[src/design/gp78_defs.svh]
// Register offsets, field positions and reset values of the port 7/8 block.
// Assumes a byte-addressed APB slave with one 32-bit word per register.
`ifndef GP78_DEFS_SVH
`define GP78_DEFS_SVH

// Byte offsets on APB
`define GP78_OFS_P7_DATA   8'h00
`define GP78_OFS_P7_DIR    8'h04
`define GP78_OFS_P7_PUL    8'h08
`define GP78_OFS_P7_LATCH  8'h0C
`define GP78_OFS_P8_DATA   8'h10
`define GP78_OFS_P8_DIR    8'h14
`define GP78_OFS_P8_PUL    8'h18
`define GP78_OFS_P8_LATCH  8'h1C
`define GP78_OFS_CFG       8'h20

// Configuration register fields
`define GP78_CFG_W         4
`define GP78_CFG_FLOAT     0
`define GP78_CFG_TRIG_SEL  1
`define GP78_CFG_IRQ_CH0   2
`define GP78_CFG_IRQ_PSEL  3

// Shared pin positions
`define GP78_P7_TMR_OUT    0
`define GP78_P7_TMR_IN     1
`define GP78_P8_TRIG       3

// Reset values
`define GP78_RST_DIR       8'h00
`define GP78_RST_LATCH     8'h00
`define GP78_RST_PUL       8'h00
`define GP78_RST_CFG       4'h0

`endif

[src/design/gp78_pkg.sv]
// Types shared by the port 7/8 block.
// Assumes gp78_defs.svh supplies the numeric constants.
package gp78_pkg;

  // Register selected by an APB address
  typedef enum logic [3:0] {
    GP78_REG_NONE  = 4'h0,
    GP78_P7_DATA   = 4'h1,
    GP78_P7_DIR    = 4'h2,
    GP78_P7_PUL    = 4'h3,
    GP78_P7_LATCH  = 4'h4,
    GP78_P8_DATA   = 4'h5,
    GP78_P8_DIR    = 4'h6,
    GP78_P8_PUL    = 4'h7,
    GP78_P8_LATCH  = 4'h8,
    GP78_CFG       = 4'h9
  } gp78_reg_t;

endpackage

[src/design/gp78_ports.sv]
// Ports 7 and 8: APB register file, pin sharing and standby pin float.
// Assumes an APB master on CLK_SYS, pins synchronous to CLK_SYS, and an
// outside standby controller that raises STANDBY_MODE in stop/watch mode.
//
// Notes on behaviour
// Direction bit one makes pin output
// Output pin drives its latch bit
// Latch write appears directly on outputs
// Output pin read returns latch value
// Direction bit zero makes pin input
// Input pin: latch written, not driven
// Input read gives pin; RMW gives latch
// Enabled peripheral output replaces latch drive
// Peripheral pin read gives level; RMW latch
// Pin level always readable through data; output pins read the latch instead
// Reset clears all direction bits
// Float bit in standby floats all pins
// Floated pins read low, inputs blocked
// Port 8 trigger pin kept if irq enabled
// Float bit zero: standby holds pin states
// Pull-up enable bit connects pull-up
// Driving low disconnects pull-up
// Port 7 uses bits 0 to 2
// Port 8 uses bits 0 to 3
// Trigger inputs routed from port 1 or 8
// Software disables peripheral output before port use
// Unimplemented bits ignore writes, read zero
//
// The APB slave port and the register addresses were decided locally.
`timescale 1ns/1ns
`include "gp78_defs.svh"
module gp78_ports
  import gp78_pkg::*;
#(
  parameter int P7_WIDTH = 3,
  parameter int P8_WIDTH = 4
) (
  input  wire logic                CLK_SYS,
  input  wire logic                SYS_RST,
  input  wire logic                PSEL,
  input  wire logic                PENABLE,
  input  wire logic                PWRITE,
  input  wire logic [7:0]          PADDR,
  input  wire logic [31:0]         PWDATA,
  input  wire logic [3:0]          PSTRB,
  output logic      [31:0]         PRDATA,
  output logic                     PREADY,
  output logic                     PSLVERR,
  input  wire logic                STANDBY_MODE,
  input  wire logic [P7_WIDTH-1:0] P7_IN,
  output logic      [P7_WIDTH-1:0] P7_OUT,
  output logic      [P7_WIDTH-1:0] P7_OE,
  output logic      [P7_WIDTH-1:0] P7_PULLUP,
  input  wire logic [P8_WIDTH-1:0] P8_IN,
  output logic      [P8_WIDTH-1:0] P8_OUT,
  output logic      [P8_WIDTH-1:0] P8_OE,
  output logic      [P8_WIDTH-1:0] P8_PULLUP,
  input  wire logic                TMR0_OUT,
  input  wire logic                TMR0_OUT_EN,
  output logic                     TMR0_IN,
  input  wire logic                P1_TRIG_IN,
  output logic                     PPG_TRIG,
  output logic                     ADC_TRIG
);

  // Shared pins need bit 1 of port 7 and bit 3 of port 8; one byte each
  if (P7_WIDTH < 2 || P7_WIDTH > 8) begin : g_p7_chk
    $error("P7_WIDTH must lie in 2..8");
  end
  if (P8_WIDTH < 4 || P8_WIDTH > 8) begin : g_p8_chk
    $error("P8_WIDTH must lie in 4..8");
  end

  // Address decode, shared by the write and read paths
  function automatic gp78_reg_t reg_decode(input logic [7:0] a);
    gp78_reg_t r;
    r = GP78_REG_NONE;
    if (a == `GP78_OFS_P7_DATA) begin
      r = GP78_P7_DATA;
    end else if (a == `GP78_OFS_P7_DIR) begin
      r = GP78_P7_DIR;
    end else if (a == `GP78_OFS_P7_PUL) begin
      r = GP78_P7_PUL;
    end else if (a == `GP78_OFS_P7_LATCH) begin
      r = GP78_P7_LATCH;
    end else if (a == `GP78_OFS_P8_DATA) begin
      r = GP78_P8_DATA;
    end else if (a == `GP78_OFS_P8_DIR) begin
      r = GP78_P8_DIR;
    end else if (a == `GP78_OFS_P8_PUL) begin
      r = GP78_P8_PUL;
    end else if (a == `GP78_OFS_P8_LATCH) begin
      r = GP78_P8_LATCH;
    end else if (a == `GP78_OFS_CFG) begin
      r = GP78_CFG;
    end
    return r;
  endfunction

  // Ordinary data read: latch for a port output, pin level otherwise
  function automatic logic [7:0] data_view(input logic [7:0] latch,
                                           input logic [7:0] dir,
                                           input logic [7:0] per_oe,
                                           input logic [7:0] lvl);
    logic [7:0] own;
    own = dir & ~per_oe;
    return (own & latch) | (~own & lvl);
  endfunction

  logic [P7_WIDTH-1:0]   p7_latch_q;
  logic [P7_WIDTH-1:0]   p7_dir_q;
  logic [P7_WIDTH-1:0]   p7_pul_q;
  logic [P8_WIDTH-1:0]   p8_latch_q;
  logic [P8_WIDTH-1:0]   p8_dir_q;
  logic [P8_WIDTH-1:0]   p8_pul_q;
  logic [`GP78_CFG_W-1:0] cfg_q;
  logic [P7_WIDTH-1:0]   p7_lvl;
  logic [P8_WIDTH-1:0]   p8_lvl;
  logic [P7_WIDTH-1:0]   p7_per_oe;
  logic [P7_WIDTH-1:0]   p7_per_out;
  logic [P8_WIDTH-1:0]   p8_keep;
  logic                  float_w;
  logic                  wr_en;
  logic                  setup;
  gp78_reg_t             sel;
  logic [31:0]           prdata_d;
  logic                  trig_d;

  // Bus phases; registers live in byte lane 0 only
  assign setup = PSEL & ~PENABLE;
  assign sel   = reg_decode(PADDR);
  assign wr_en = PSEL & PENABLE & PWRITE & PREADY & PSTRB[0];

  // Standby float is the config bit qualified by stop/watch mode
  assign float_w = cfg_q[`GP78_CFG_FLOAT] & STANDBY_MODE;

  // Timer output shares port 7 bit 0; no peripheral output drives port 8 pins
  always_comb begin
    p7_per_oe                   = '0;
    p7_per_out                  = '0;
    p7_per_oe[`GP78_P7_TMR_OUT]  = TMR0_OUT_EN;
    p7_per_out[`GP78_P7_TMR_OUT] = TMR0_OUT;
  end

  // Trigger pin stays live when both interrupt enables are set
  always_comb begin
    p8_keep              = '0;
    p8_keep[`GP78_P8_TRIG] = cfg_q[`GP78_CFG_IRQ_CH0] &
                           cfg_q[`GP78_CFG_IRQ_PSEL];
  end

  // Answer one cycle after setup: zero wait states
  always_ff @(posedge CLK_SYS or posedge SYS_RST) begin
    if (SYS_RST) begin
      PREADY <= 1'b0;
    end else begin
      PREADY <= setup;
    end
  end

  // Unmapped addresses answer with an error, writes ignored
  always_ff @(posedge CLK_SYS or posedge SYS_RST) begin
    if (SYS_RST) begin
      PSLVERR <= 1'b0;
    end else if (setup) begin
      PSLVERR <= (sel == GP78_REG_NONE);
    end else begin
      PSLVERR <= 1'b0;
    end
  end

  // Read mux; bits above the port width read zero
  always_comb begin
    prdata_d = '0;
    case (sel)
      GP78_P7_DATA:  prdata_d[7:0] = data_view(8'(p7_latch_q),
                       8'(p7_dir_q), 8'(p7_per_oe), 8'(p7_lvl));
      GP78_P7_DIR:   prdata_d[7:0] = 8'(p7_dir_q);
      GP78_P7_PUL:   prdata_d[7:0] = 8'(p7_pul_q);
      GP78_P7_LATCH: prdata_d[7:0] = 8'(p7_latch_q);
      GP78_P8_DATA:  prdata_d[7:0] = data_view(8'(p8_latch_q),
                       8'(p8_dir_q), 8'h00, 8'(p8_lvl));
      GP78_P8_DIR:   prdata_d[7:0] = 8'(p8_dir_q);
      GP78_P8_PUL:   prdata_d[7:0] = 8'(p8_pul_q);
      GP78_P8_LATCH: prdata_d[7:0] = 8'(p8_latch_q);
      GP78_CFG:      prdata_d[7:0] = 8'(cfg_q);
      default:       prdata_d = '0;
    endcase
  end

  // Read data captured at setup, stable through the access phase
  always_ff @(posedge CLK_SYS or posedge SYS_RST) begin
    if (SYS_RST) begin
      PRDATA <= '0;
    end else if (setup && !PWRITE) begin
      PRDATA <= prdata_d;
    end
  end

  // Output latches are written whatever the direction
  always_ff @(posedge CLK_SYS or posedge SYS_RST) begin
    if (SYS_RST) begin
      p7_latch_q <= P7_WIDTH'(`GP78_RST_LATCH);
      p8_latch_q <= P8_WIDTH'(`GP78_RST_LATCH);
    end else if (wr_en) begin
      if (sel == GP78_P7_DATA || sel == GP78_P7_LATCH) begin
        p7_latch_q <= PWDATA[P7_WIDTH-1:0];
      end
      if (sel == GP78_P8_DATA || sel == GP78_P8_LATCH) begin
        p8_latch_q <= PWDATA[P8_WIDTH-1:0];
      end
    end
  end

  // Direction bits; reset leaves every pin an input
  always_ff @(posedge CLK_SYS or posedge SYS_RST) begin
    if (SYS_RST) begin
      p7_dir_q <= P7_WIDTH'(`GP78_RST_DIR);
      p8_dir_q <= P8_WIDTH'(`GP78_RST_DIR);
    end else if (wr_en) begin
      if (sel == GP78_P7_DIR) begin
        p7_dir_q <= PWDATA[P7_WIDTH-1:0];
      end
      if (sel == GP78_P8_DIR) begin
        p8_dir_q <= PWDATA[P8_WIDTH-1:0];
      end
    end
  end

  // Pull-up enables
  always_ff @(posedge CLK_SYS or posedge SYS_RST) begin
    if (SYS_RST) begin
      p7_pul_q <= P7_WIDTH'(`GP78_RST_PUL);
      p8_pul_q <= P8_WIDTH'(`GP78_RST_PUL);
    end else if (wr_en) begin
      if (sel == GP78_P7_PUL) begin
        p7_pul_q <= PWDATA[P7_WIDTH-1:0];
      end
      if (sel == GP78_P8_PUL) begin
        p8_pul_q <= PWDATA[P8_WIDTH-1:0];
      end
    end
  end

  // Float, trigger routing and interrupt enables
  always_ff @(posedge CLK_SYS or posedge SYS_RST) begin
    if (SYS_RST) begin
      cfg_q <= `GP78_RST_CFG;
    end else if (wr_en && sel == GP78_CFG) begin
      cfg_q <= PWDATA[`GP78_CFG_W-1:0];
    end
  end

  gp78_pin_cell #(
    .W (P7_WIDTH)
  ) u_p7 (
    .clk      (CLK_SYS),
    .rst      (SYS_RST),
    .latch    (p7_latch_q),
    .dir      (p7_dir_q),
    .pul      (p7_pul_q),
    .per_oe   (p7_per_oe),
    .per_out  (p7_per_out),
    .float_en (float_w),
    .keep_in  ({P7_WIDTH{1'b0}}),
    .pin_in   (P7_IN),
    .pin_out  (P7_OUT),
    .pin_oe   (P7_OE),
    .pin_pu   (P7_PULLUP),
    .pin_lvl  (p7_lvl)
  );

  gp78_pin_cell #(
    .W (P8_WIDTH)
  ) u_p8 (
    .clk      (CLK_SYS),
    .rst      (SYS_RST),
    .latch    (p8_latch_q),
    .dir      (p8_dir_q),
    .pul      (p8_pul_q),
    .per_oe   ({P8_WIDTH{1'b0}}),
    .per_out  ({P8_WIDTH{1'b0}}),
    .float_en (float_w),
    .keep_in  (p8_keep),
    .pin_in   (P8_IN),
    .pin_out  (P8_OUT),
    .pin_oe   (P8_OE),
    .pin_pu   (P8_PULLUP),
    .pin_lvl  (p8_lvl)
  );

  // Trigger source; a floated port 1 is the outside's concern
  assign trig_d = cfg_q[`GP78_CFG_TRIG_SEL] ? p8_lvl[`GP78_P8_TRIG]
                                           : P1_TRIG_IN;

  // Peripheral inputs registered so every output leaves a flop
  always_ff @(posedge CLK_SYS or posedge SYS_RST) begin
    if (SYS_RST) begin
      PPG_TRIG <= 1'b0;
      ADC_TRIG <= 1'b0;
      TMR0_IN  <= 1'b0;
    end else begin
      PPG_TRIG <= trig_d;
      ADC_TRIG <= trig_d;
      TMR0_IN  <= p7_lvl[`GP78_P7_TMR_IN];
    end
  end
endmodule

[src/design/gp78_pin_cell.sv]
// Pin cell for one port: drive, pull-up and gated input of W pins.
// Assumes pin inputs are synchronous to clk; all outputs are registered.
`timescale 1ns/1ns
module gp78_pin_cell #(
  parameter int W = 3
) (
  input  wire logic         clk,
  input  wire logic         rst,
  input  wire logic [W-1:0] latch,
  input  wire logic [W-1:0] dir,
  input  wire logic [W-1:0] pul,
  input  wire logic [W-1:0] per_oe,
  input  wire logic [W-1:0] per_out,
  input  wire logic         float_en,
  input  wire logic [W-1:0] keep_in,
  input  wire logic [W-1:0] pin_in,
  output logic      [W-1:0] pin_out,
  output logic      [W-1:0] pin_oe,
  output logic      [W-1:0] pin_pu,
  output logic      [W-1:0] pin_lvl
);

  logic [W-1:0] drive;
  logic [W-1:0] value;
  logic [W-1:0] block;

  // Peripheral output overrides the latch; float overrides both
  assign drive = (dir | per_oe) & ~{W{float_en}};
  assign value = (per_oe & per_out) | (~per_oe & latch);
  assign block = {W{float_en}} & ~keep_in;

  // Output stage; without float the levels simply hold
  always_ff @(posedge clk or posedge rst) begin
    if (rst) begin
      pin_oe  <= '0;
      pin_out <= '0;
    end else begin
      pin_oe  <= drive;
      pin_out <= value;
    end
  end

  // Pull-up cut while the pin drives low
  always_ff @(posedge clk or posedge rst) begin
    if (rst) begin
      pin_pu <= '0;
    end else begin
      pin_pu <= pul & ~(drive & ~value);
    end
  end

  // Blocked inputs read low to avoid leakage from open pins
  always_ff @(posedge clk or posedge rst) begin
    if (rst) begin
      pin_lvl <= '0;
    end else begin
      pin_lvl <= pin_in & ~block;
    end
  end

endmodule

[config.mk]
export PLATFORM = sky130hd
export DESIGN_NAME = gp78_ports
export DESIGN_NICKNAME = d
export VERILOG_FILES = /design/src/design/gp78_pkg.sv /design/src/design/gp78_ports.sv /design/src/design/gp78_pin_cell.sv
export VERILOG_INCLUDE_DIRS = /design/src /design/src/design
export SDC_FILE = /design/constraint.sdc
export NUM_CORES = 1
export LEC_CHECK = 0
export BUFFER_PORTS_ARGS = -buffer_cell sky130_fd_sc_hd__buf_2
export CAP_MARGIN = 20
export CORE_UTILIZATION = 50
export DETAILED_ROUTE_END_ITERATION = 10
export PLACE_DENSITY = 0.94
export SYNTH_ARGS = -nofsm -noshare
export SYNTH_HDL_FRONTEND = slang
export SYNTH_SLANG_ARGS = --single-unit
[constraint.sdc]
create_clock -name CLK_SYS -period 2.6 [get_ports CLK_SYS]
set_input_delay 0.13 -clock CLK_SYS [delete_from_list [all_inputs] [get_ports CLK_SYS]]
set_output_delay 0.13 -clock CLK_SYS [all_outputs]
set_load 0.01 [all_outputs]
### Word level (Yosys, flattened, before mapping)

Cells that the tools add are included.

* bits in registers: 65
* input port bits: 60
* output and inout bits: 58
* logic and storage cells: 102

* equality and inequality tests: 17
* multiplexer cells: 12
* bitwise logic cells: 40
* reduce and logical (&&, ||, !) cells: 13

Operators by type and width (count)
* $pmux 8 s9: 1
* $mux 4: 9
* $eq 8x5->1 const B: 4
* $and 4x4->4: 6
* $not 4->4: 5
* $and 8x3->8: 2
* $eq 4x3->1 const B: 4
* $eq 8x4->1 const B: 2
* $and 3x3->3: 5
* $reduce_and 2->1: 6
* $not 3->3: 3
* $and 1x1->1: 8
* $and 3x8->8: 1
* $and 8x4->8: 1
* $eq 4x2->1 const B: 2
* $eq 4x4->1 const B: 2
* $eq 8x3->1 const B: 1
* $eq 8x6->1 const B: 1
* $logic_not 8->1: 1
* $not 1->8: 1
* $not 4->8: 1
* $not 8->8: 1
* $or 4x8->8: 1
* $or 8x8->8: 1
* 10 further kinds: 13

### Depth between registers and ports, before layout

* depth after elaboration: 13
* mapped depth: 5
* mapped depth without buffers: 4

### By module

From an unflattened synthesis, not the netlist that was laid out.

* cell total of the unflattened synthesis: 279
* area, all modules: 3164.3 sq um

By module, submodules not included
* gp78_ports: instances 1, cells an instance 187, area each 2069.5 sq um, sequential area each 825.8 sq um
* gp78_pin_cell (u_p8): instances 1, cells an instance 52, area each 624.3 sq um, sequential area each 400.4 sq um
* gp78_pin_cell (u_p7): instances 1, cells an instance 40, area each 470.5 sq um, sequential area each 300.3 sq um

### Worst setup path before layout

OpenSTA, ideal clock, no wires.

* path kind: input to register
* start: input PADDR[1]
* end: register cfg_q[0]
* library setup time: 127 ps
* arrival: 1389 ps
* data required time: 2473 ps
* path slack: 1083 ps
* stages: 4
* buffers on the path: 0
* cell sequence: or4_4 -> nor3_2 -> and2b_2 -> mux2_1

* cells in the longest elaborated chain, start to end: 12
* elaborated cells on any way between the ends: 20
* those cells by class: 9 x eq/ne; 9 x mux; 2 x reduce/logical

Ends and longest elaborated chain
* start, declared: RTL line gp78_ports.sv:43 `input wire logic [7:0] PADDR,`
* $eq 8x6->1 (no source line)
* $mux 4: RTL line gp78_ports.sv:94 `` end else if (a == `GP78_OFS_CFG) begin ``
* $mux 4: RTL line gp78_ports.sv:92 `` end else if (a == `GP78_OFS_P8_LATCH) begin ``
* $mux 4: RTL line gp78_ports.sv:90 `` end else if (a == `GP78_OFS_P8_PUL) begin ``
* $mux 4: RTL line gp78_ports.sv:88 `` end else if (a == `GP78_OFS_P8_DIR) begin ``
* $mux 4: RTL line gp78_ports.sv:86 `` end else if (a == `GP78_OFS_P8_DATA) begin ``
* $mux 4: RTL line gp78_ports.sv:84 `` end else if (a == `GP78_OFS_P7_LATCH) begin ``
* $mux 4: RTL line gp78_ports.sv:82 `` end else if (a == `GP78_OFS_P7_PUL) begin ``
* $mux 4: RTL line gp78_ports.sv:80 `` end else if (a == `GP78_OFS_P7_DIR) begin ``
* $mux 4 (*): RTL line gp78_ports.sv:78 `` if (a == `GP78_OFS_P7_DATA) begin ``
* $eq 4x4->1 (*): RTL line gp78_ports.sv:249 `end else if (wr_en && sel == GP78_CFG) begin`
* $logic_and 1x1->1 (*): RTL line gp78_ports.sv:249
* end signal, assigned: RTL line gp78_ports.sv:248 `` cfg_q <= `GP78_RST_CFG; ``
* end signal, assigned: RTL line gp78_ports.sv:250 `` cfg_q <= PWDATA[`GP78_CFG_W-1:0]; ``
* end, declared: RTL line gp78_ports.sv:116 `` logic [`GP78_CFG_W-1:0] cfg_q; ``

Mark *: on every way between the ends. The rest lies on a longest branch, timed or not.
A chain may end at the register's enable or synchronous reset.

### Worst setup path after layout

* start: input PENABLE
* end: register p7_latch_q[0]

* cells in the longest elaborated chain, start to end: 5

Ends and longest elaborated chain
* start, declared: RTL line gp78_ports.sv:41 `input wire logic PENABLE,`
* $and 1x1->1 (4 in a row): RTL line gp78_ports.sv:132 `assign wr_en = PSEL & PENABLE & PWRITE & PREADY & PSTRB[0];`
* $reduce_and 2->1 (no source line)
* end signal, assigned: RTL line gp78_ports.sv:203 `` p7_latch_q <= P7_WIDTH'(`GP78_RST_LATCH); ``
* end signal, assigned: RTL line gp78_ports.sv:207 `p7_latch_q <= PWDATA[P7_WIDTH-1:0];`
* end, declared: RTL line gp78_ports.sv:110 `logic [P7_WIDTH-1:0] p7_latch_q;`

No other way between the ends.

==> results_dict.tcl <==
set metrics [dict create \
    yosysTopAreaCell "dfrtp_1" \
    insertedDiodeCount 0 \
    fin_crit_sh_pct 77.2 \
    status "finished with violations" \
    num_io_pins 118 \
    reg2regPathDepth 3 \
    cp_num_buf_inv 2 \
    fin_nets 369 \
    critPathTopFamily "simple AND/OR/NAND/NOR gates" \
    dp.cells 363 \
    dr.pass1.iters 4 \
    syn_avg_cell_area_sq_um 12.0 \
    total_leakage_power_nw 1.70 \
    via_per_inst 5.24 \
    required_ns 2.82 \
    yosysMostFrequentCell "dfrtp_1" \
    r2r-start "PREADY$_DFF_PP0_" \
    ys_types 50 \
    p_int_w 0.00153 \
    grt_max_degree 62 \
    seq_area_frac_synth_pct 52.7 \
    die_area_sq_um 6110 \
    ant_nets 0 \
    fillers 466 \
    holdWs_ns -0.0137 \
    path_cells "dlygate4sd3_1 > buf_2 > and3_1 > nand3_1 > nor4_2 > mux2_2" \
    clock-sinks 61 \
    synth_warnings 0 \
    relSlewSlack_pct 50.6 \
    initial_core_util_pct 52.3 \
    drc 0 \
    p_comb_share_pct 7.5 \
    gr-total-overflow 0 \
    worstPathArrival_ns 2.23 \
    drt_iter0_markers 148 \
    die_w_um 78.1 \
    clkPwrFrac_pct 43.9 \
    gp_congestion 0.878 \
    synthFlopType "dfrtp_1" \
    layout_min_cycle_time_ns 2.01 \
    violations "hold timing" \
    routed_wl_um 6040 \
    clkTransAtPathRegs_ns 0.07 \
    grt_pass1_wl_um 9670 \
    swShare_pct 23.1 \
    rsz0062_at_grt "no" \
    cp-end-kind "register" \
    synthTopCellsByArea "dfrtp_1, mux2_2, buf_4" \
    syn_area_sq_um 2900 \
    vdd_drop_max_mv 0.349 \
    power_density_nw_per_um2 582 \
    synth_edf_count 0 \
    layout.cells.non_filler 386 \
    setup_viol_count_final 0 \
    finish.utilization_pct 61.7 \
    max_stage_delay_ns 0.58 \
    tns_ns 0 \
    htreeDepth 3 \
    maxSlewViolCount 0 \
    cts_tree "built" \
    pwr-share-seq_pct 48.7 \
    power.switching_w 0.000459 \
    grt_pass1_vias 1980 \
    clock_skew_ns 0.00865 \
    numPortBuffers 58 \
    clock_latency_ns 0.34 \
    clockBufferDepth 2 \
    worstPathMaxFanout 7 \
    synth_top_area_share_pct 52.7 \
    num_rows 27 \
    critPathLaunchType "primary input" \
    areaGrowthSynthToFinish_pct 17.8 \
    r2r-end "p7_latch_q[0]$_DFFE_PP0P_" \
    fmaxAchievable_mhz 498 \
    synth_common_cells "dfrtp_1, buf_4, mux2_2" \
    die_h_um 78.1 \
    cts-buffers-inserted 9 \
    grt.total_usage_pct 21.6 \
    cp_slowest_cell "nor4_2" \
    finalHoldViolCount 16 \
    dpl.hpwl_um 4240 \
    wl_per_cell_um 15.7 \
    ys_async_sr_fraction_pct 100 \
    grt_antenna_before_repair 0 \
    drive_gt1_share_pct 36.9 \
    ys_ff_latch 61 \
    dr_total_vias 2023 \
    drv_cap 0 \
    max_slew.worst_pin.slew_ns 0.742 \
    cts-root-buf "clkbuf_8" \
    hp-class "in2async" \
    r2r_setup_slack_ns 0.82 \
    coreArea_sq_um 5540 \
    critPathKind "in2reg" \
    syn_inst 241 \
]
timing repair:
item,in CTS,in global routing
hold buffers,7,0
gates resized for setup,0,0
endpoints found under the hold margin,7,0
setup buffers,0,0
metal layers:
layer | vias to the layer above | GRT usage, % | share of wire, %
li1 | 927 | - | -
met1 | 990 | 27.1 | 42
met2 | 89 | 34.6 | 48
met3 | 17 | 5.00 | 6.8
met4 | 0 | 12.0 | 2.7
met5 | - | 0 | 0
placed cells by master (no fill, tap or decap), types with 3 or more instances in the layout:
cell type,instances
dfrtp_1,61
buf_2,58
conb_1,28
mux2_2,24
and2_1,13
clkbuf_8,12
inv_1,11
dlygate4sd3_1,7
nor2_1,6
nand2_1,6
a21boi_0,6
nor2b_1,5
o21ai_0,5
mux2i_1,4
a21oi_1,4
mux2_1,4
nand2b_1,3
o31a_1,3
nor3_2,3
nor4_1,3
a31oi_1,3
clkinv_2,3
through the flow:
stage	worst slack (ns)	cell area, sq um	total power (W)
after global placement	0.731	3140	0.00112
after detailed placement	0.699	3140	0.00112
after floorplan	0.957	3000	0.00110
after global routing	0.537	3420	0.00206
after CTS	0.600	3420	0.00200
final	0.592	3420	0.00199
power groups by stage:
stage | registers, W | clock network [W] | logic (W)
after floorplan | 0.000987 | 0 | 0.000115
after global placement | 0.000984 | 0 | 0.000136
after detailed placement | 0.000985 | 0 | 0.000139
after CTS | 0.000967 | 0.000889 | 0.000147
after global routing | 0.000968 | 0.000933 | 0.000164
final | 0.000967 | 0.000872 | 0.000148
layout make-up:
cell class | instances | area, sq um | area share (%)
multi-input cells | 159 | 1180 | 34.4
well taps | 72 | 90.1 | 2.64
clock buffers | 12 | 165 | 4.84
clock inverters | 4 | 45.0 | 1.32
repair buffers | 66 | 368 | 10.8
flip-flops and latches | 61 | 1530 | 44.7
inverters | 12 | 45.0 | 1.32
state kept, by name (all words and copies together), names as in the netlist, 4 cells and up:
register,count
cfg_q,4
p8_latch_q,4
PRDATA,4
u_p8.pin_pu,4
p8_pul_q,4
u_p8.pin_out,4
p8_dir_q,4
u_p8.pin_oe,4
u_p8.pin_lvl,4
cells by family after synthesis:
group	share of synthesized area, %
multiplexers	12.3
other	0.129
buffers and inverters	10.3
AND/OR/NAND/NOR	14.8
AO/OA/AOI/OAI	9.84
flip-flops	52.7
worst max path at each step:
| stage | from | end | slack (ns) | depth (start not counted) |
|---|---|---|---|---|
| finish | PENABLE | p7_latch_q[0]$_DFFE_PP0P_ | 0.59 | 6 |
| global route | PENABLE | p7_latch_q[2]$_DFFE_PP0P_ | 0.54 | 6 |
| CTS | PENABLE | p7_pul_q[2]$_DFFE_PP0P_ | 0.60 | 6 |
| detailed placement | PADDR[1] | cfg_q[2]$_DFFE_PP0P_ | 0.70 | 5 |
| global placement | PADDR[1] | cfg_q[3]$_DFFE_PP0P_ | 0.73 | 5 |
| floorplan | SYS_RST | ADC_TRIG$_DFF_PP0_ | 0.96 | 1 |
worst reg2reg max path, stage by stage, from the launching register on:
cell	delay, ns
dfrtp_1	0.35
nand3_1	0.34
nor4_2	0.58
mux2_2	0.40
(Power assumes the default switching activity.)
